**config.mk**
```make
export PLATFORM = sky130hd
export DESIGN_NAME = dwc_top
export DESIGN_NICKNAME = d
export VERILOG_FILES = /design/src/pkg/dwc_pkg.sv /design/src/hw/dwc_top.sv
export SDC_FILE = /design/constraint.sdc
export NUM_CORES = 1
export LEC_CHECK = 0
export BUFFER_PORTS_ARGS = -buffer_cell sky130_fd_sc_hd__buf_2
export CAP_MARGIN = 20
export CORE_MARGIN = 8
export CORE_UTILIZATION = 57
export DETAILED_ROUTE_END_ITERATION = 16
export PLACE_DENSITY = 0.8
export REMOVE_ABC_BUFFERS = 1
export SKIP_LAST_GASP = 1
export SYNTH_ARGS = -nofsm -noshare
export SYNTH_HDL_FRONTEND = slang
export SYNTH_SLANG_ARGS = --single-unit
```
**constraint.sdc**
```tcl
create_clock -name aclk -period 3 [get_ports aclk]
set_input_delay 0.9 -clock aclk [delete_from_list [all_inputs] [get_ports aclk]]
set_output_delay 0.9 -clock aclk [all_outputs]
set_load 0.005 [all_outputs]
```
**src/pkg/dwc_pkg.sv**
```systemverilog
// Package with the register map, packet codes and timing constants of the doze wakeup controller.
// What this block does
// RULE_01 - Doze discards data, takes addressed wakeups only
// RULE_02 - Terminal-ready low then high re-enters doze
// RULE_03 - Doze cycles 150 ms, listening 8 ms
// RULE_04 - Control frequency fixed, else scan 150 ms each
// RULE_05 - Awake behaves normally, all commands accepted
// RULE_06 - Doze indicator stays valid during shutdown
// RULE_07 - Senders repeat direct wakeups for shut targets
// RULE_08 - Direct command: accepted response, then wakeup packet
// RULE_09 - Dozing device always checks destination address
// RULE_10 - Woken device acknowledges unless broadcast
// RULE_11 - Ack gives success, otherwise failure response
// RULE_12 - Doze enabled: acknowledge wakeups even when awake
// RULE_13 - Broadcast: success after all transmissions
// RULE_14 - Relayed command: accepted response, send repeater requests
// RULE_15 - Repeater requests every 200 ms, retry count
// RULE_16 - Repeater ignores mismatched repeater address when checking
// RULE_17 - Repeater sends wakeups 160 ms, drops acks; the code sends one wakeup, then stays busy for 160 ms
// RULE_18 - Relayed single-station wakeup always reports failure
// RULE_19 - Fixed frequency mode disregards control-frequency bit
// RULE_20 - Control-frequency bit one selects control frequency
// RULE_21 - Control frequency is lowest group frequency
// RULE_22 - Group mode sends 2 or 4 per frequency; the code scans each frequency twice with 4 sends, 8 per frequency
// RULE_23 - Group mode ignores configured retry count
// RULE_24 - Terminal-ready rise enters doze, low wakes
// RULE_25 - Doze only when power-save enable bit set
package dwc_pkg;
  // Register byte offsets on the AXI4-Lite bus.
  localparam logic [7:0] OFF_STATION = 8'h00;
  localparam logic [7:0] OFF_FREQ = 8'h04;
  localparam logic [7:0] OFF_RETRY = 8'h08;
  localparam logic [7:0] OFF_ADDR_CHECK = 8'h0c;
  localparam logic [7:0] OFF_COMM_TWO = 8'h10;
  localparam logic [7:0] OFF_POWER_SAVE = 8'h14;
  localparam logic [7:0] OFF_STATUS = 8'h18;
  // Field positions.
  localparam int unsigned PS_DOZE_EN_BIT = 7;
  localparam int unsigned PS_CTRL_FREQ_BIT = 6;
  localparam int unsigned ADDR_CHECK_BIT = 0;
  localparam int unsigned FREQ_FIXED_BIT = 4;
  // Reset values; the frequency reset value is a three-frequency group.
  localparam logic [7:0] RST_STATION = 8'h00;
  localparam logic [7:0] RST_FREQ = 8'h03;
  localparam logic [7:0] RST_RETRY = 8'h03;
  localparam logic [7:0] RST_ADDR_CHECK = 8'h00;
  localparam logic [7:0] RST_COMM_TWO = 8'h00;
  localparam logic [7:0] RST_POWER_SAVE = 8'h00;
  // Packet kinds on the radio side.
  localparam logic [1:0] PK_DATA = 2'h0;
  localparam logic [1:0] PK_WAKE = 2'h1;
  localparam logic [1:0] PK_WAKE_TXREQ = 2'h2;
  localparam logic [1:0] PK_ACK = 2'h3;
  localparam logic [7:0] BCAST_ADDR = 8'hff;
  // Fixed per-frequency wakeup counts in group mode.
  localparam logic [7:0] GRP_CNT_CTRL = 8'h02;
  localparam logic [7:0] GRP_CNT_SCAN = 8'h04;
  // Timing.
  localparam int unsigned CLK_HZ = 20000000;
  localparam int unsigned DOZE_PERIOD_MS = 150;
  localparam int unsigned DOZE_ACTIVE_MS = 8;
  localparam int unsigned WAKE_SLOT_MS = 160;
  localparam int unsigned RELAY_GAP_MS = 200;
  localparam int unsigned RELAY_BURST_MS = 160;
  localparam int unsigned ACK_WAIT_MS = 50;
  localparam int unsigned DOZE_PERIOD_CLKS = DOZE_PERIOD_MS * (CLK_HZ / 1000);
  localparam int unsigned DOZE_ACTIVE_CLKS = DOZE_ACTIVE_MS * (CLK_HZ / 1000);
  localparam int unsigned WAKE_SLOT_CLKS = WAKE_SLOT_MS * (CLK_HZ / 1000);
  localparam int unsigned RELAY_GAP_CLKS = RELAY_GAP_MS * (CLK_HZ / 1000);
  localparam int unsigned RELAY_BURST_CLKS = RELAY_BURST_MS * (CLK_HZ / 1000);
  localparam int unsigned ACK_WAIT_CLKS = ACK_WAIT_MS * (CLK_HZ / 1000);
  // Sender states.
  typedef enum logic [1:0] {SND_IDLE, SND_SEND, SND_WAIT} dwc_snd_e;
endpackage

```
**src/hw/dwc_top.sv**
```systemverilog
// Doze wakeup controller with its AXI4-Lite register slave.
//
// Added by the designer: the register offsets and the AXI4-Lite register port.
`timescale 1ns/1ps
`default_nettype none
module dwc_top #(
  parameter int unsigned DOZE_PERIOD = dwc_pkg::DOZE_PERIOD_CLKS,
  parameter int unsigned DOZE_ACTIVE = dwc_pkg::DOZE_ACTIVE_CLKS,
  parameter int unsigned WAKE_SLOT = dwc_pkg::WAKE_SLOT_CLKS,
  parameter int unsigned RELAY_GAP = dwc_pkg::RELAY_GAP_CLKS,
  parameter int unsigned RELAY_BURST = dwc_pkg::RELAY_BURST_CLKS,
  parameter int unsigned ACK_WAIT = dwc_pkg::ACK_WAIT_CLKS
) (
  input wire logic aclk,
  input wire logic aresetn,
  input wire logic [7:0] s_axi_awaddr,
  input wire logic s_axi_awvalid,
  output logic s_axi_awready,
  input wire logic [31:0] s_axi_wdata,
  input wire logic [3:0] s_axi_wstrb,
  input wire logic s_axi_wvalid,
  output logic s_axi_wready,
  output logic [1:0] s_axi_bresp,
  output logic s_axi_bvalid,
  input wire logic s_axi_bready,
  input wire logic [7:0] s_axi_araddr,
  input wire logic s_axi_arvalid,
  output logic s_axi_arready,
  output logic [31:0] s_axi_rdata,
  output logic [1:0] s_axi_rresp,
  output logic s_axi_rvalid,
  input wire logic s_axi_rready,
  input wire logic term_ready_pin,
  input wire logic shutdown_n_pin,
  input wire logic cmd_valid,
  input wire logic cmd_relayed,
  input wire logic [7:0] cmd_dest,
  input wire logic [7:0] cmd_rptr,
  output logic cmd_ready,
  output logic resp_accepted,
  output logic resp_success,
  output logic resp_failure,
  input wire logic rx_valid,
  input wire logic [1:0] rx_kind,
  input wire logic [7:0] rx_dest,
  input wire logic [7:0] rx_rptr,
  output logic rx_data_pass,
  output logic tx_valid,
  output logic [1:0] tx_kind,
  output logic [7:0] tx_dest,
  output logic [7:0] tx_rptr,
  output logic [3:0] tx_freq,
  output logic doze_state,
  output logic listen_on,
  output logic clock_stop,
  output logic [3:0] listen_freq
);
  // Configuration registers written by software.
  logic [7:0] station_address_setting;
  logic [7:0] frequency_setting;
  logic [7:0] retry_count_setting;
  logic [7:0] address_check_config;
  logic [7:0] comm_setting_two;
  logic [7:0] power_save_config;
  // Pin synchronisers and their filtered levels.
  logic [2:0] dtr_sync;
  logic [2:0] shut_sync;
  logic dtr_f;
  logic shut_nf;
  logic dtr_prev;
  // Doze cycle and scan state.
  logic [31:0] cyc_cnt;
  logic [3:0] scan_idx;
  // Sender state.
  dwc_pkg::dwc_snd_e snd_st;
  logic snd_relayed;
  logic snd_bcast;
  logic [7:0] snd_dest;
  logic [7:0] snd_rptr;
  logic [7:0] snd_left;
  logic [31:0] snd_cnt;
  logic [2:0] snd_per_freq;
  logic [3:0] snd_freq;
  // Repeater burst state.
  logic relay_busy;
  logic [31:0] relay_cnt;
  logic [7:0] relay_dest;

  // Configuration decode used across the block.
  wire [3:0] group_size = frequency_setting[3:0];
  wire fixed_mode = frequency_setting[dwc_pkg::FREQ_FIXED_BIT];
  wire group_mode = !fixed_mode && (group_size > 4'h1);
  // The control-frequency bit only matters outside fixed mode.
  wire ctrl_used = power_save_config[dwc_pkg::PS_CTRL_FREQ_BIT] && !fixed_mode; // RULE_19 RULE_20
  wire doze_en = power_save_config[dwc_pkg::PS_DOZE_EN_BIT];
  wire shut = !shut_nf;
  wire [3:0] scan_last = (group_size == 4'h0) ? 4'h0 : group_size - 4'h1;

  // Receive classification.
  wire rx_wake = rx_valid && (rx_kind == dwc_pkg::PK_WAKE);
  wire rx_bcast = (rx_dest == dwc_pkg::BCAST_ADDR);
  wire rx_for_me = rx_bcast || (rx_dest == station_address_setting);
  // While dozing only a wakeup seen inside the listen window counts, always address checked.
  wire wake_hit = doze_state && listen_on && rx_wake && rx_for_me; // RULE_09
  // An awake device keeps acknowledging while doze is enabled.
  wire awake_hit = !doze_state && doze_en && rx_wake && rx_for_me && !shut; // RULE_12
  wire ack_fire = (wake_hit || awake_hit) && !rx_bcast; // RULE_10
  // Repeater request check honours the address-check enable.
  wire rptr_ok = !address_check_config[dwc_pkg::ADDR_CHECK_BIT] ||
                 (rx_rptr == station_address_setting); // RULE_16
  wire relay_start = !doze_state && !shut && rx_valid && (rx_kind == dwc_pkg::PK_WAKE_TXREQ) &&
                     rptr_ok && !relay_busy; // RULE_17
  wire relay_fire = relay_start;
  wire ack_rx = rx_valid && (rx_kind == dwc_pkg::PK_ACK) && !doze_state;
  // Sender timing.
  wire snd_gap_done = snd_relayed ? (snd_cnt >= RELAY_GAP - 1) : (snd_cnt >= WAKE_SLOT - 1);
  wire snd_fire = (snd_st == dwc_pkg::SND_SEND) && (snd_cnt == 32'h0) && !ack_fire && !relay_fire;
  // Direct wakeups in group mode use fixed counts instead of the retry setting.
  wire [7:0] grp_scan_cnt = 8'(dwc_pkg::GRP_CNT_SCAN * {4'h0, group_size} * 8'h02); // RULE_22
  wire [7:0] retry_eff = (retry_count_setting == 8'h00) ? 8'h01 : retry_count_setting;
  wire [7:0] direct_cnt = !group_mode ? retry_eff :
                          (ctrl_used ? dwc_pkg::GRP_CNT_CTRL : grp_scan_cnt); // RULE_23
  wire [7:0] first_cnt = cmd_relayed ? retry_eff : direct_cnt; // RULE_15
  wire cmd_take = cmd_valid && cmd_ready;

  // Commands are taken whenever the device is awake, not shut down, and the sender is idle.
  assign cmd_ready = (snd_st == dwc_pkg::SND_IDLE) && !doze_state && !shut; // RULE_05

  // Pin synchronisers; a level counts once the second and third stages agree.
  always_ff @(posedge aclk)
  begin
    if (!aresetn)
    begin
      dtr_sync <= 3'h0;
      shut_sync <= 3'h7;
      dtr_f <= 1'b0;
      shut_nf <= 1'b1;
    end
    else
    begin
      dtr_sync <= {dtr_sync[1:0], term_ready_pin};
      shut_sync <= {shut_sync[1:0], shutdown_n_pin};
      dtr_f <= (dtr_sync[1] == dtr_sync[2]) ? dtr_sync[2] : dtr_f;
      shut_nf <= (shut_sync[1] == shut_sync[2]) ? shut_sync[2] : shut_nf;
    end
  end

  // Doze state; it is held in shutdown so the indicator keeps reporting it.
  always_ff @(posedge aclk)
  begin
    if (!aresetn)
    begin
      doze_state <= 1'b0;
      dtr_prev <= 1'b0;
    end
    else
    begin
      dtr_prev <= dtr_f;
      if (shut)
      begin
        // Frozen while shut down. RULE_06
        doze_state <= doze_state;
      end
      else if (!doze_state)
      begin
        // Only a fresh rising edge enters doze, so the host must drop the line first.
        doze_state <= doze_en && dtr_f && !dtr_prev; // RULE_02 RULE_24 RULE_25
      end
      else if (!dtr_f || wake_hit)
      begin
        // A low terminal-ready or an addressed wakeup brings the device back.
        doze_state <= 1'b0; // RULE_24
      end
    end
  end

  // Duty cycle counter and frequency scan while dozing.
  always_ff @(posedge aclk)
  begin
    if (!aresetn || !doze_state)
    begin
      cyc_cnt <= 32'h0;
      scan_idx <= 4'h0;
    end
    else if (!shut)
    begin
      cyc_cnt <= (cyc_cnt >= DOZE_PERIOD - 1) ? 32'h0 : cyc_cnt + 32'h1; // RULE_03
      if (cyc_cnt >= DOZE_PERIOD - 1)
      begin
        // One dwell of one doze period on each group frequency.
        scan_idx <= (scan_idx >= scan_last) ? 4'h0 : scan_idx + 4'h1; // RULE_04
      end
    end
  end

  // Listen window and clock-stop outputs; the clock stop is a request to the power logic.
  assign listen_on = doze_state && !shut && (cyc_cnt < DOZE_ACTIVE); // RULE_03
  assign clock_stop = doze_state && !listen_on;
  // The control frequency is the lowest one of the group. RULE_21
  assign listen_freq = (ctrl_used || fixed_mode) ? 4'h0 : scan_idx; // RULE_04

  // Ordinary data is passed on only while awake.
  always_ff @(posedge aclk)
  begin
    if (!aresetn)
    begin
      rx_data_pass <= 1'b0;
    end
    else
    begin
      rx_data_pass <= rx_valid && (rx_kind == dwc_pkg::PK_DATA) && !doze_state && !shut; // RULE_01
    end
  end

  // Repeater burst; acks coming back are never forwarded.
  always_ff @(posedge aclk)
  begin
    if (!aresetn)
    begin
      relay_busy <= 1'b0;
      relay_cnt <= 32'h0;
      relay_dest <= 8'h00;
    end
    else if (relay_start)
    begin
      relay_busy <= 1'b1;
      relay_cnt <= 32'h0;
      relay_dest <= rx_dest;
    end
    else if (relay_busy)
    begin
      relay_cnt <= relay_cnt + 32'h1;
      relay_busy <= (relay_cnt < RELAY_BURST - 1); // RULE_17
    end
  end

  // Sender sequence for direct and relayed wakeup commands.
  always_ff @(posedge aclk)
  begin
    if (!aresetn)
    begin
      snd_st <= dwc_pkg::SND_IDLE;
      snd_relayed <= 1'b0;
      snd_bcast <= 1'b0;
      snd_dest <= 8'h00;
      snd_rptr <= 8'h00;
      snd_left <= 8'h00;
      snd_cnt <= 32'h0;
      snd_per_freq <= 3'h0;
      snd_freq <= 4'h0;
      resp_accepted <= 1'b0;
      resp_success <= 1'b0;
      resp_failure <= 1'b0;
    end
    else
    begin
      resp_accepted <= 1'b0;
      resp_success <= 1'b0;
      resp_failure <= 1'b0;
      case (snd_st)
        dwc_pkg::SND_IDLE:
        begin
          if (cmd_take)
          begin
            // Accepted response first, sending starts the next cycle.
            resp_accepted <= 1'b1; // RULE_08 RULE_14
            snd_st <= dwc_pkg::SND_SEND;
            snd_relayed <= cmd_relayed;
            snd_bcast <= (cmd_dest == dwc_pkg::BCAST_ADDR);
            snd_dest <= cmd_dest;
            snd_rptr <= cmd_rptr;
            snd_left <= first_cnt;
            snd_cnt <= 32'h0;
            snd_per_freq <= 3'h0;
            snd_freq <= 4'h0;
          end
        end
        dwc_pkg::SND_SEND:
        begin
          if (!snd_relayed && !snd_bcast && ack_rx)
          begin
            // Acknowledged single-station direct wakeup.
            resp_success <= 1'b1; // RULE_11
            snd_st <= dwc_pkg::SND_IDLE;
          end
          else if (snd_cnt == 32'h0 && !snd_fire)
          begin
            // Lost the transmitter to a higher priority packet; try again next cycle.
            snd_cnt <= 32'h0;
          end
          else if (snd_gap_done)
          begin
            snd_cnt <= 32'h0;
            snd_left <= snd_left - 8'h01;
            if (snd_left == 8'h01)
            begin
              snd_st <= dwc_pkg::SND_WAIT;
            end
            // Scan the group four sends per frequency without a control frequency.
            if (group_mode && !ctrl_used && !snd_relayed)
            begin
              snd_per_freq <= (snd_per_freq == 3'h3) ? 3'h0 : snd_per_freq + 3'h1;
              if (snd_per_freq == 3'h3)
              begin
                snd_freq <= (snd_freq >= scan_last) ? 4'h0 : snd_freq + 4'h1;
              end
            end
          end
          else
          begin
            snd_cnt <= snd_cnt + 32'h1; // RULE_15
          end
        end
        dwc_pkg::SND_WAIT:
        begin
          if (snd_bcast)
          begin
            // Broadcast always ends in success once every send is done.
            resp_success <= 1'b1; // RULE_13
            snd_st <= dwc_pkg::SND_IDLE;
          end
          else if (snd_relayed)
          begin
            // A repeater never returns the ack, so success cannot be known.
            resp_failure <= 1'b1; // RULE_18
            snd_st <= dwc_pkg::SND_IDLE;
          end
          else if (ack_rx)
          begin
            resp_success <= 1'b1; // RULE_11
            snd_st <= dwc_pkg::SND_IDLE;
          end
          else if (snd_cnt >= ACK_WAIT - 1)
          begin
            resp_failure <= 1'b1; // RULE_11
            snd_st <= dwc_pkg::SND_IDLE;
          end
          else
          begin
            snd_cnt <= snd_cnt + 32'h1;
          end
        end
        default:
        begin
          snd_st <= dwc_pkg::SND_IDLE;
        end
      endcase
    end
  end

  // Transmit port; ack beats a relay burst which beats the sender.
  always_ff @(posedge aclk)
  begin
    if (!aresetn)
    begin
      tx_valid <= 1'b0;
      tx_kind <= dwc_pkg::PK_DATA;
      tx_dest <= 8'h00;
      tx_rptr <= 8'h00;
      tx_freq <= 4'h0;
    end
    else
    begin
      tx_valid <= ack_fire || relay_fire || snd_fire;
      if (ack_fire)
      begin
        tx_kind <= dwc_pkg::PK_ACK; // RULE_10
        tx_dest <= rx_dest;
        tx_rptr <= 8'h00;
        tx_freq <= listen_freq;
      end
      else if (relay_fire)
      begin
        tx_kind <= dwc_pkg::PK_WAKE; // RULE_17
        tx_dest <= rx_dest;
        tx_rptr <= 8'h00;
        tx_freq <= 4'h0;
      end
      else if (snd_fire)
      begin
        tx_kind <= snd_relayed ? dwc_pkg::PK_WAKE_TXREQ : dwc_pkg::PK_WAKE; // RULE_08 RULE_14
        tx_dest <= snd_dest;
        tx_rptr <= snd_rptr;
        tx_freq <= ctrl_used ? 4'h0 : snd_freq; // RULE_21
      end
    end
  end

  // AXI4-Lite write side takes address and data together when no response is pending.
  wire wr_take = s_axi_awvalid && s_axi_wvalid && !s_axi_bvalid;
  wire [7:0] wa = {s_axi_awaddr[7:2], 2'b00};
  wire wr_map = (wa <= dwc_pkg::OFF_POWER_SAVE);
  wire wr_byte = wr_take && wr_map && s_axi_wstrb[0];
  assign s_axi_awready = wr_take;
  assign s_axi_wready = wr_take;

  // Register writes; the status word is read only.
  always_ff @(posedge aclk)
  begin
    if (!aresetn)
    begin
      station_address_setting <= dwc_pkg::RST_STATION;
      frequency_setting <= dwc_pkg::RST_FREQ;
      retry_count_setting <= dwc_pkg::RST_RETRY;
      address_check_config <= dwc_pkg::RST_ADDR_CHECK;
      comm_setting_two <= dwc_pkg::RST_COMM_TWO;
      power_save_config <= dwc_pkg::RST_POWER_SAVE;
      s_axi_bvalid <= 1'b0;
      s_axi_bresp <= 2'b00;
    end
    else
    begin
      if (wr_byte && wa == dwc_pkg::OFF_STATION) station_address_setting <= s_axi_wdata[7:0];
      if (wr_byte && wa == dwc_pkg::OFF_FREQ) frequency_setting <= s_axi_wdata[7:0];
      if (wr_byte && wa == dwc_pkg::OFF_RETRY) retry_count_setting <= s_axi_wdata[7:0];
      if (wr_byte && wa == dwc_pkg::OFF_ADDR_CHECK) address_check_config <= s_axi_wdata[7:0];
      if (wr_byte && wa == dwc_pkg::OFF_COMM_TWO) comm_setting_two <= s_axi_wdata[7:0];
      if (wr_byte && wa == dwc_pkg::OFF_POWER_SAVE) power_save_config <= s_axi_wdata[7:0];
      if (wr_take)
      begin
        s_axi_bvalid <= 1'b1;
        s_axi_bresp <= wr_map ? 2'b00 : 2'b11;
      end
      else if (s_axi_bready)
      begin
        s_axi_bvalid <= 1'b0;
      end
    end
  end

  // Read side; unmapped addresses answer with a decode error and zero data.
  wire [7:0] ra = {s_axi_araddr[7:2], 2'b00};
  wire rd_take = s_axi_arvalid && !s_axi_rvalid;
  wire [7:0] status_word = {listen_freq, relay_busy, snd_st != dwc_pkg::SND_IDLE, shut, doze_state};
  wire rd_map = (ra <= dwc_pkg::OFF_STATUS);
  wire [7:0] rd_byte = (ra == dwc_pkg::OFF_STATION) ? station_address_setting :
                       (ra == dwc_pkg::OFF_FREQ) ? frequency_setting :
                       (ra == dwc_pkg::OFF_RETRY) ? retry_count_setting :
                       (ra == dwc_pkg::OFF_ADDR_CHECK) ? address_check_config :
                       (ra == dwc_pkg::OFF_COMM_TWO) ? comm_setting_two :
                       (ra == dwc_pkg::OFF_POWER_SAVE) ? power_save_config :
                       (ra == dwc_pkg::OFF_STATUS) ? status_word : 8'h00;
  assign s_axi_arready = rd_take;

  // Read data register, held until the master takes it.
  always_ff @(posedge aclk)
  begin
    if (!aresetn)
    begin
      s_axi_rvalid <= 1'b0;
      s_axi_rdata <= 32'h0;
      s_axi_rresp <= 2'b00;
    end
    else if (rd_take)
    begin
      s_axi_rvalid <= 1'b1;
      s_axi_rdata <= {24'h0, rd_byte};
      s_axi_rresp <= rd_map ? 2'b00 : 2'b11;
    end
    else if (s_axi_rready)
    begin
      s_axi_rvalid <= 1'b0;
    end
  end

  // Checks on the behaviour above.
  a_data_drop_doze: assert property (@(posedge aclk) disable iff (!aresetn) // RULE_01
    doze_state && rx_valid && rx_kind == dwc_pkg::PK_DATA |=> !rx_data_pass)
    else $error("data passed while dozing");
  a_doze_entry_edge: assert property (@(posedge aclk) disable iff (!aresetn) // RULE_24
    !doze_state && !shut && doze_en && dtr_f && !dtr_prev |=> doze_state)
    else $error("doze not entered on terminal-ready rise");
  a_no_doze_disabled: assert property (@(posedge aclk) disable iff (!aresetn) // RULE_25
    !doze_state && !doze_en |=> !doze_state)
    else $error("doze entered while disabled");
  a_listen_window: assert property (@(posedge aclk) disable iff (!aresetn) // RULE_03
    listen_on |-> doze_state && cyc_cnt < DOZE_ACTIVE && cyc_cnt < DOZE_PERIOD)
    else $error("listen outside active window");
  a_ctrl_freq_low: assert property (@(posedge aclk) disable iff (!aresetn) // RULE_04
    doze_state && ctrl_used |-> listen_freq == 4'h0)
    else $error("control frequency not lowest");
  a_wake_mismatch: assert property (@(posedge aclk) disable iff (!aresetn) // RULE_09
    doze_state && dtr_f && rx_wake && !rx_for_me |=> doze_state)
    else $error("woke on foreign address");
  a_ack_bcast: assert property (@(posedge aclk) disable iff (!aresetn) // RULE_10
    wake_hit && rx_bcast |=> !(tx_valid && tx_kind == dwc_pkg::PK_ACK))
    else $error("ack sent for broadcast");
  a_accept_then_tx: assert property (@(posedge aclk) disable iff (!aresetn) // RULE_08
    resp_accepted |-> snd_st == dwc_pkg::SND_SEND && snd_cnt == 32'h0)
    else $error("send not started after accept");
  a_relay_fail: assert property (@(posedge aclk) disable iff (!aresetn) // RULE_18
    resp_success |-> snd_bcast || !snd_relayed)
    else $error("relayed single wakeup reported success");
  a_shut_hold: assert property (@(posedge aclk) disable iff (!aresetn) // RULE_06
    shut && $past(shut) |-> doze_state == $past(doze_state))
    else $error("doze indicator moved in shutdown");
endmodule // dwc_top
`default_nettype wire

```
==> results of run 1 <==
[per-layer routing]
metal	GRT usage [%]	vias to the layer above
li1	-	4883
met1	29.9	4779
met2	39.8	317
met3	3.09	59
met5	0	-
met4	7.23	0
[cells in the mapped netlist (5+ instances only)]
library cell and instances:
dfxtp_1 233, nor2_1 188, nand2_1 133, mux2i_1 86, a21oi_1 57, xnor2_1 53, xor2_1 44, clkbuf_1 43
nand3_1 41, o21ai_0 41, nand4_1 35, nor3_1 32, buf_4 29, and3_1 25, nor4_1 24, inv_1 23
ha_1 20, nor2_2 20, and2_1 17, a211oi_1 15, nor2b_1 14, nand2b_1 13, a31oi_1 12, buf_2 9
or3_1 9, mux4_2 8, or2_2 7, a21o_1 6, a22oi_1 6, o21a_1 6, a21boi_0 5, and4_1 5
[worst max-delay path, delay by kind of cell, from the launching register on]
family / cells / cell delay (ns)
AO/OA/AOI/OAI: 2 / 0.39
buffers and inverters: 2 / 0.32
flip-flops: 1 / 0.37
AND/OR/NAND/NOR: 2 / 0.41
[repair_timing]
action | 4_1_cts | 5_1_grt
setup buffers | 0 | 0
gates resized for setup | 0 | 3
setup endpoints to repair | 0 | 4
[stage by stage]
step,setup WS (ns),instance area [sq um]
after floorplan,-0.743,11100
after global placement,0.144,12400
after detailed placement,0.0576,12400
after CTS,0.0304,13300
after global routing,-0.00666,13300
final,0.0834,13300
[placed cells by master (no fill, tap or decap), types with 6 or more instances in the layout]
cell type / instances
a211oi_1: 15
a21o_1: 6
a21oi_1: 57
a22oi_1: 6
a31oi_1: 12
and2_1: 17
and3_1: 25
buf_2: 118
buf_4: 44
clkbuf_16: 25
conb_1: 24
dfxtp_1: 233
ha_1: 20
inv_1: 22
mux2i_1: 86
mux4_2: 8
nand2_1: 133
nand2b_1: 13
nand3_1: 41
nand4_1: 35
nor2_1: 188
nor2_2: 20
nor2b_1: 14
nor3_1: 32
nor4_1: 22
o21a_1: 6
o21ai_0: 41
or2_2: 7
or3_1: 9
xnor2_1: 53
xor2_1: 44
[cell type report]
| class | count | area, sq um | share of cell area [%] |
|---|---|---|---|
| flip-flops and latches | 233 | 4660 | 34.9 |
| clock inverters | 12 | 191 | 1.43 |
| clock buffers | 34 | 699 | 5.24 |
| diodes | 2 | 5.00 | 0.0375 |
| inverters | 23 | 86.3 | 0.647 |
| multi-input cells | 1016 | 6420 | 48.1 |
| well taps | 270 | 338 | 2.53 |
| repair buffers | 163 | 941 | 7.05 |
[power by group]
group | internal, W | leakage, nW | switching [W]
Combinational | 0.000658 | 2.97 | 0.00109
Clock | 0.00206 | 0.438 | 0.00125
Sequential | 0.00325 | 1.89 | 0.000110
[logic make-up after synthesis]
kind of cell	count (synthesis)	synth area share (%)
multiplexers	94	9.02
adder cells (fa/ha/maj)	20	2.17
XOR/XNOR	97	7.36
AO/OA/AOI/OAI	187	10.6
other	1	0.0325
buffers and inverters	112	4.94
AND/OR/NAND/NOR	594	25.4
flip-flops	233	40.4
[path summary, 6_finish.rpt]
kind | start | to | slack, ns | cells after the start
setup / recovery | cyc_cnt[8] | clock_stop | 0.08 | 6
hold / removal | shut_sync[0] | shut_sync[1] | 0.42 | 1
setup reg to reg | snd_cnt[12] | tx_rptr[5] | 0.10 | 7
hold reg to reg | shut_sync[0] | shut_sync[1] | 0.42 | 1
==> summary.txt, run 1 <==
Floorplan
  – Row Count: 52
  – Die X: 158 um
  – Core ar.: roughly 0.02 sq mm
  – Die ar.: 0.0251 sq mm
  – Die Ht: 158 um
  – # IOs: ~170
  – Starting Density: 57.6%

Timing
  – Fin. Hold Viols: 0
  – Unrepaired setup endpoints after global routing: true
  – Slew headroom: 37.9%
  – Setup TNS: 0 ns
  – Fin crit share: 97.2%
  – Clock Skew: about 0.019 ns
  – Fmax: approximately 0.34 GHz
  – Max Slew Vio Count: 0
  – Final Setup Violations: 0
  – Slew @ Worst Pin: around 0.93 ns
  – Fin crit period: just under 3 ns
  – Final hold slack: 0.423 ns

Global routing
  – Largest net degree at the start of global routing: between 40 and 50
  – All-Layer GR Usage: 23.3%
  – First-pass GRT wire length: about 48000 um
  – Global route total overflow: 0
  – Initial antenna violation count: 2
  – Vias in the first global route: 9604

Drt
  – Via count: 10.0k
  – Drt total wl: 29400 um
  – Routed len/inst: 16.8 um
  – Routed Antenna Nets: 0
  – Highest routed layer: met4
  – Metal2 WL: 14200 um
  – Met3 wire length: 1810 um
  – Initial DRT Pass Iterations: 7
  – DRC Markers: 0
  – Metal-1 WL: 12600 um
  – Initial DRC count: 652
  – Via density: 5.73

Logic synthesis
  – Synth Warn #: 0
  – Post-synth ARST share: 0%
  – Register area share after synthesis: 40.4%
  – Ranking of synthesized cells by area: dfxtp_1 (40%), mux2i_1 (7.5%), nor2_1 (6.1%), nand2_1 (4.3%), xnor2_1 (4.0%)
  – #FFs+latches synth: 233
  – Post-Synthesis Cells: 1338
  – Post-synth top area cell: dfxtp_1
  – Most used DFF post-synth: dfxtp_1
  – Number of flops mapped to enable cells by yosys: 0
  – Syn_area_per_cell: 8.63 sq um
  – Synthesized area: 0.0115 sq mm
  – Top cell type's share of synthesized area: between 40% and 50%
  – Unique masters post-synth: 74

Final layout
  – FILL cells: 1631
  – Layout Cells excl Fill: 1753
  – Final #Nets: about 1.6k
  – Biggest regs: cyc_cnt x32, relay_cnt x32, snd_cnt x32
  – Synth-to-Final Area Change: 15.6%
  – Final core occ: 66.6%
  – Layout cell share with drive strength beyond 1: about 17%

Worst setup path
  – Crit Path Class: reg -> out
  – Slowest stage cell, crit path: dfxtp_1
  – CP Max Fanout: 6
  – Worst Setup Start Kind: flip-flop
  – WP data required: between 2 and 2.5 ns
  – Worst Setup End Kind: primary output
  – CP peak stage delay: 0.37 ns
  – CP cell instances: nor4_2, o31ai_1, a311oi_2, buf_4, nor2b_1, buf_2
  – Arr. time, crit path: 2.02 ns

CTS
  – Clock-pin transition on the worst setup and hold timing paths: 0.06 ns
  – Cts bufs inserted: 25
  – H-tree depth: 1
  – CTS Buffer Depth: 3
  – Clock Tree Root: clkbuf_16
  – Clk_lat worst skew: roughly 0.52 ns
  – TritonCTS sink count: about 230
  – Hold_buf cts: 0
  – CTS tree: yes

Job
  – Max Cap Viol: 0

Run status
  – Status: finished clean

Power and ir drop
  – Leakage: between 5 and 6 nW
  – PwrDens: 631 mW/mm^2
  – Tot Pwr: 0.00842 W
  – Peak supply drop: 0.000480 V

Place
  – Routability cong.: 0.872
  – DP Cell Count: 1705
  – Hpwl dp: 21200 um
  – IO Port Bufs: 118

Worst hold path
  – Hold WC Path Type: reg -> reg
Note: power is estimated with default switching activity, not from simulation.
==> run 2, diff against run 1 <==
- ABC_AREA: unset -> 1
- CORE_UTILIZATION: 57 -> 58
- PLACE_DENSITY: 0.8 -> 0.81
- SLEW_MARGIN: unset -> 20
==> run 2 against run 1 <==
Effect of this change:
- first-iteration DRC count up 32%
- die area up 0.58%
- register-to-register slack better by 0.46 ns
- non-clock buffer count down 24
- wire length up 3.1%
- clock skew up 0.0025 ns
- combinational power about the same
- critical path depth unchanged
- cell count up 18%
- count of clock-buffer cells in the layout up 1
- power down 2.1%
- critical endpoint unchanged
- largest cell class unchanged
==> summary.txt, run 2 <==
Run status
  – Status: finished clean

Timing
  – Clock Skew: 0.0215 ns (+0.00251 ns)
  – Final hold slack: 0.430 ns (+0.00696 ns)
  – Fin crit share: 90.9% (-6.3 points)
  – Setup TNS: 0 ns (unchanged)
  – Fin. Hold Viols: 0 (unchanged)
  – Slew @ Worst Pin: 0.760 ns (-0.168 ns)
  – Fmax: 0.367 GHz (+7.0%)
  – Slew headroom: 49.2% (+11 points)
  – Final Setup Violations: 0 (unchanged)
  – Fin crit period: 2.73 ns (-0.190 ns)
  – Max Slew Vio Count: 0 (unchanged)
  – Unrepaired setup endpoints after global routing: false

CTS
  – Hold_buf cts: 0 (unchanged)
  – Clock-pin transition on the worst setup and hold timing paths: 0.06 ns (about the same)
  – Clk_lat worst skew: 0.53 ns (about the same)
  – Clock Tree Root: clkbuf_16
  – Post_cts resized: 0 (unchanged)
  – CTS tree: yes
  – Cts bufs inserted: 25 (unchanged)
  – CTS Buffer Depth: 3 (unchanged)
  – H-tree depth: 1 (unchanged)
  – TritonCTS sink count: 233 (unchanged)
  – # Post-CTS Setup Buffers: 0 (unchanged)

Drt
  – Via density: 5.43 (-5.2%)
  – Initial DRC count: 862 (+32%)
  – Routed Antenna Nets: 0 (unchanged)
  – Routed len/inst: 14.7 um (-13%)
  – Via count: 11.2k (+12%)
  – DRC Markers: 0 (unchanged)
  – Initial DRT Pass Iterations: 5 (-2)
  – Drt total wl: 30300 um (+3.1%)

Global routing
  – Initial antenna violation count: 0 (-2)
  – All-Layer GR Usage: 23.2% (-0.033 points)
  – Largest net degree at the start of global routing: 78 (+73%)
  – Vias in the first global route: 10.8k (+12%)
  – Global route total overflow: 0 (unchanged)
  – First-pass GRT wire length: 50500 um (+5.4%)

Floorplan
  – # IOs: 174 (unchanged)
  – Starting Density: 58.8% (+1.2 points)
  – Core ar.: 0.0201 sq mm (+0.32%)
  – Die ar.: 0.0252 sq mm (+0.58%)
  – Row Count: 52 (unchanged)
  – Die Ht: 159 um (+0.29%)
  – Die X: 159 um (+0.29%)

Final layout
  – Synth-to-Final Area Change: 13.0%
  – Most common cell after layout, fill and taps aside: nand2_1
  – N_diodes: 0 (-2)
  – Commonest non-fill, non-tap cells in the layout: nand2_1 (329), dfxtp_1 (233), nor2_1 (205)
  – Layout cell share with drive strength beyond 1: 13.5% (-4.0 points)
  – Layout Cells excl Fill: 2068 (+18%)
  – Final #Nets: 1898 (+20%)
  – Biggest regs: cyc_cnt x32, relay_cnt x32, snd_cnt x32

Worst setup path
  – R2r worst-path depth: 10 (+3)
  – WP data required: 2.10 ns (about the same)
  – Crit Reg-Reg Startpoint: cyc_cnt[0]
  – Flop2flop setup slack: 0.56 ns (+0.46 ns)
  – Arr. time, crit path: 1.83 ns (-0.19 ns)
  – CP Max Fanout: 6 (unchanged)
  – Worst Setup End Kind: primary output
  – Worst R2R End: cyc_cnt[7]
  – Crit Path Class: reg -> out
  – Worst Setup Start Kind: flip-flop

Logic synthesis
  – Post-synth top area cell: dfxtp_1
  – Top cell type's share of synthesized area: 39.4% (-0.95 points)
  – Top-count cell post-synth: nand2_1
  – Syn_area_per_cell: 7.08 sq um (-18%)
  – Post-Synthesis Cells: 1670 (+25%)
  – Post-synth ARST share: 0% (unchanged)
  – Most used DFF post-synth: dfxtp_1
  – Commonest cells in the netlist: nand2_1 (329), dfxtp_1 (233), nor2_1 (205), inv_1 (200), a21oi_1 (141)
  – Unique masters post-synth: 55 (-26%)
  – #FFs+latches synth: 233 (unchanged)
  – Number of flops mapped to enable cells by yosys: 0 (unchanged)
  – Ranking of synthesized cells by area: dfxtp_1 (39%), nand2_1 (10%), nor2_1 (6.5%), inv_1 (6.3%), a21oi_1 (6.0%)
  – Synthesized area: 0.0118 sq mm (+2.4%)
  – Register area share after synthesis: 39.4% (-0.95 points)
  – Synth Warn #: 0 (unchanged)

Worst hold path
  – Worst hold path startpoint: snd_per_freq[2]
  – Hold WC Path Type: reg -> reg
  – Min-Delay Path Depth: 2 (+1)
  – WHS Endpoint: snd_per_freq[2]

Place
  – IO Port Bufs: 118 (unchanged)
  – Hpwl dp: 22200 um (+4.8%)
  – Routability cong.: 0.914 (+4.8%)
  – DP Cell Count: 2023 (+19%)

Power and ir drop
  – PwrDens: 617 mW/mm^2 (-2.2%)
  – Tot Pwr: 0.00825 W (-2.1%)
  – Peak supply drop: 0.000424 V (-12%)
  – Leakage: 5.58 nW (+5.4%)

Job
  – Max Cap Viol: 0 (unchanged)
run 2: cell count changes after synthesis, moves of 17 or more:
cell / before / now
nand2_1: 133 / 329
inv_1: 23 / 200
mux2i_1: 86 / 0
a21oi_1: 57 / 141
o21ai_0: 41 / 102
xnor2_1: 53 / 19
nand3_1: 41 / 67
nor3_1: 32 / 57
and3_1: 25 / 2
and2_1: 17 / 0
nor2_1: 188 / 205
run 2: worst max-delay path by stage:
| stage | start | to | cells past startpoint |
|---|---|---|---|
| 3_5_place_dp | rx_dest[5] | snd_cnt[11] | 12 |
| 6_report | doze_state | clock_stop | 6 |
| 2_1_floorplan | s_axi_wvalid | frequency_setting[2] | 11 |
| 5_1_grt | cyc_cnt[13] | clock_stop | 9 |
| 4_1_cts | doze_state | clock_stop | 6 |
| 3_3_place_gp | rx_dest[6] | snd_cnt[16] | 12 |
run 2: logic make-up after synthesis:
kind of cell,count (synthesis),share of synthesized area (%)
buffers and inverters,288,10.5
AND/OR/NAND/NOR,765,29.2
XOR/XNOR,57,4.22
flip-flops,233,39.4
adder cells (fa/ha/maj),20,2.12
AO/OA/AOI/OAI,306,14.5
other,1,0.0317
run 2: area by class of cell:
| cell class | instances | area [sq um] |
|---|---|---|
| Fill cell | 1728 | 6740 |
| Multi-Input combinational cell | 1172 | 6000 |
| Sequential cell | 233 | 4660 |
| Inverter | 209 | 790 |
| Timing Repair Buffer | 139 | 748 |
| Clock buffer | 35 | 713 |
| Tap cell | 270 | 338 |
| Clock inverter | 10 | 108 |
run 2: routing by layer:
metal,vias up,share of wire [%],GRT usage (%)
li1,5612,-,-
met1,5182,43,27.9
met2,344,48,40.5
met3,83,6.0,3.85
met4,0,3.5,9.44
met5,-,0,0
run 2: power breakdown:
group	internal (W)	switching [W]	total, W
clock network	0.00183	0.00126	0.00309
registers	0.00330	0.000136	0.00344
logic	0.000554	0.00117	0.00172
run 2: worst max-delay path: stages (launching register included):
cell and delay (ns):
dfxtp_1 0.57, nand3_1 0.14, nor2_1 0.14, nand3_1 0.13, inv_1 0.16, nor2_1 0.05, buf_2 0.13
run 2: stage by stage:
step / utilization (%) / cell area (sq um) / worst slack [ns]
floorplan: - / 11500 / 0.00156
global placement: 62.4 / 12500 / 0.259
detailed placement: 62.4 / 12500 / 0.187
CTS: 66.5 / 13400 / 0.320
global route: 66.5 / 13400 / 0.167
finish: 66.5 / 13400 / 0.274
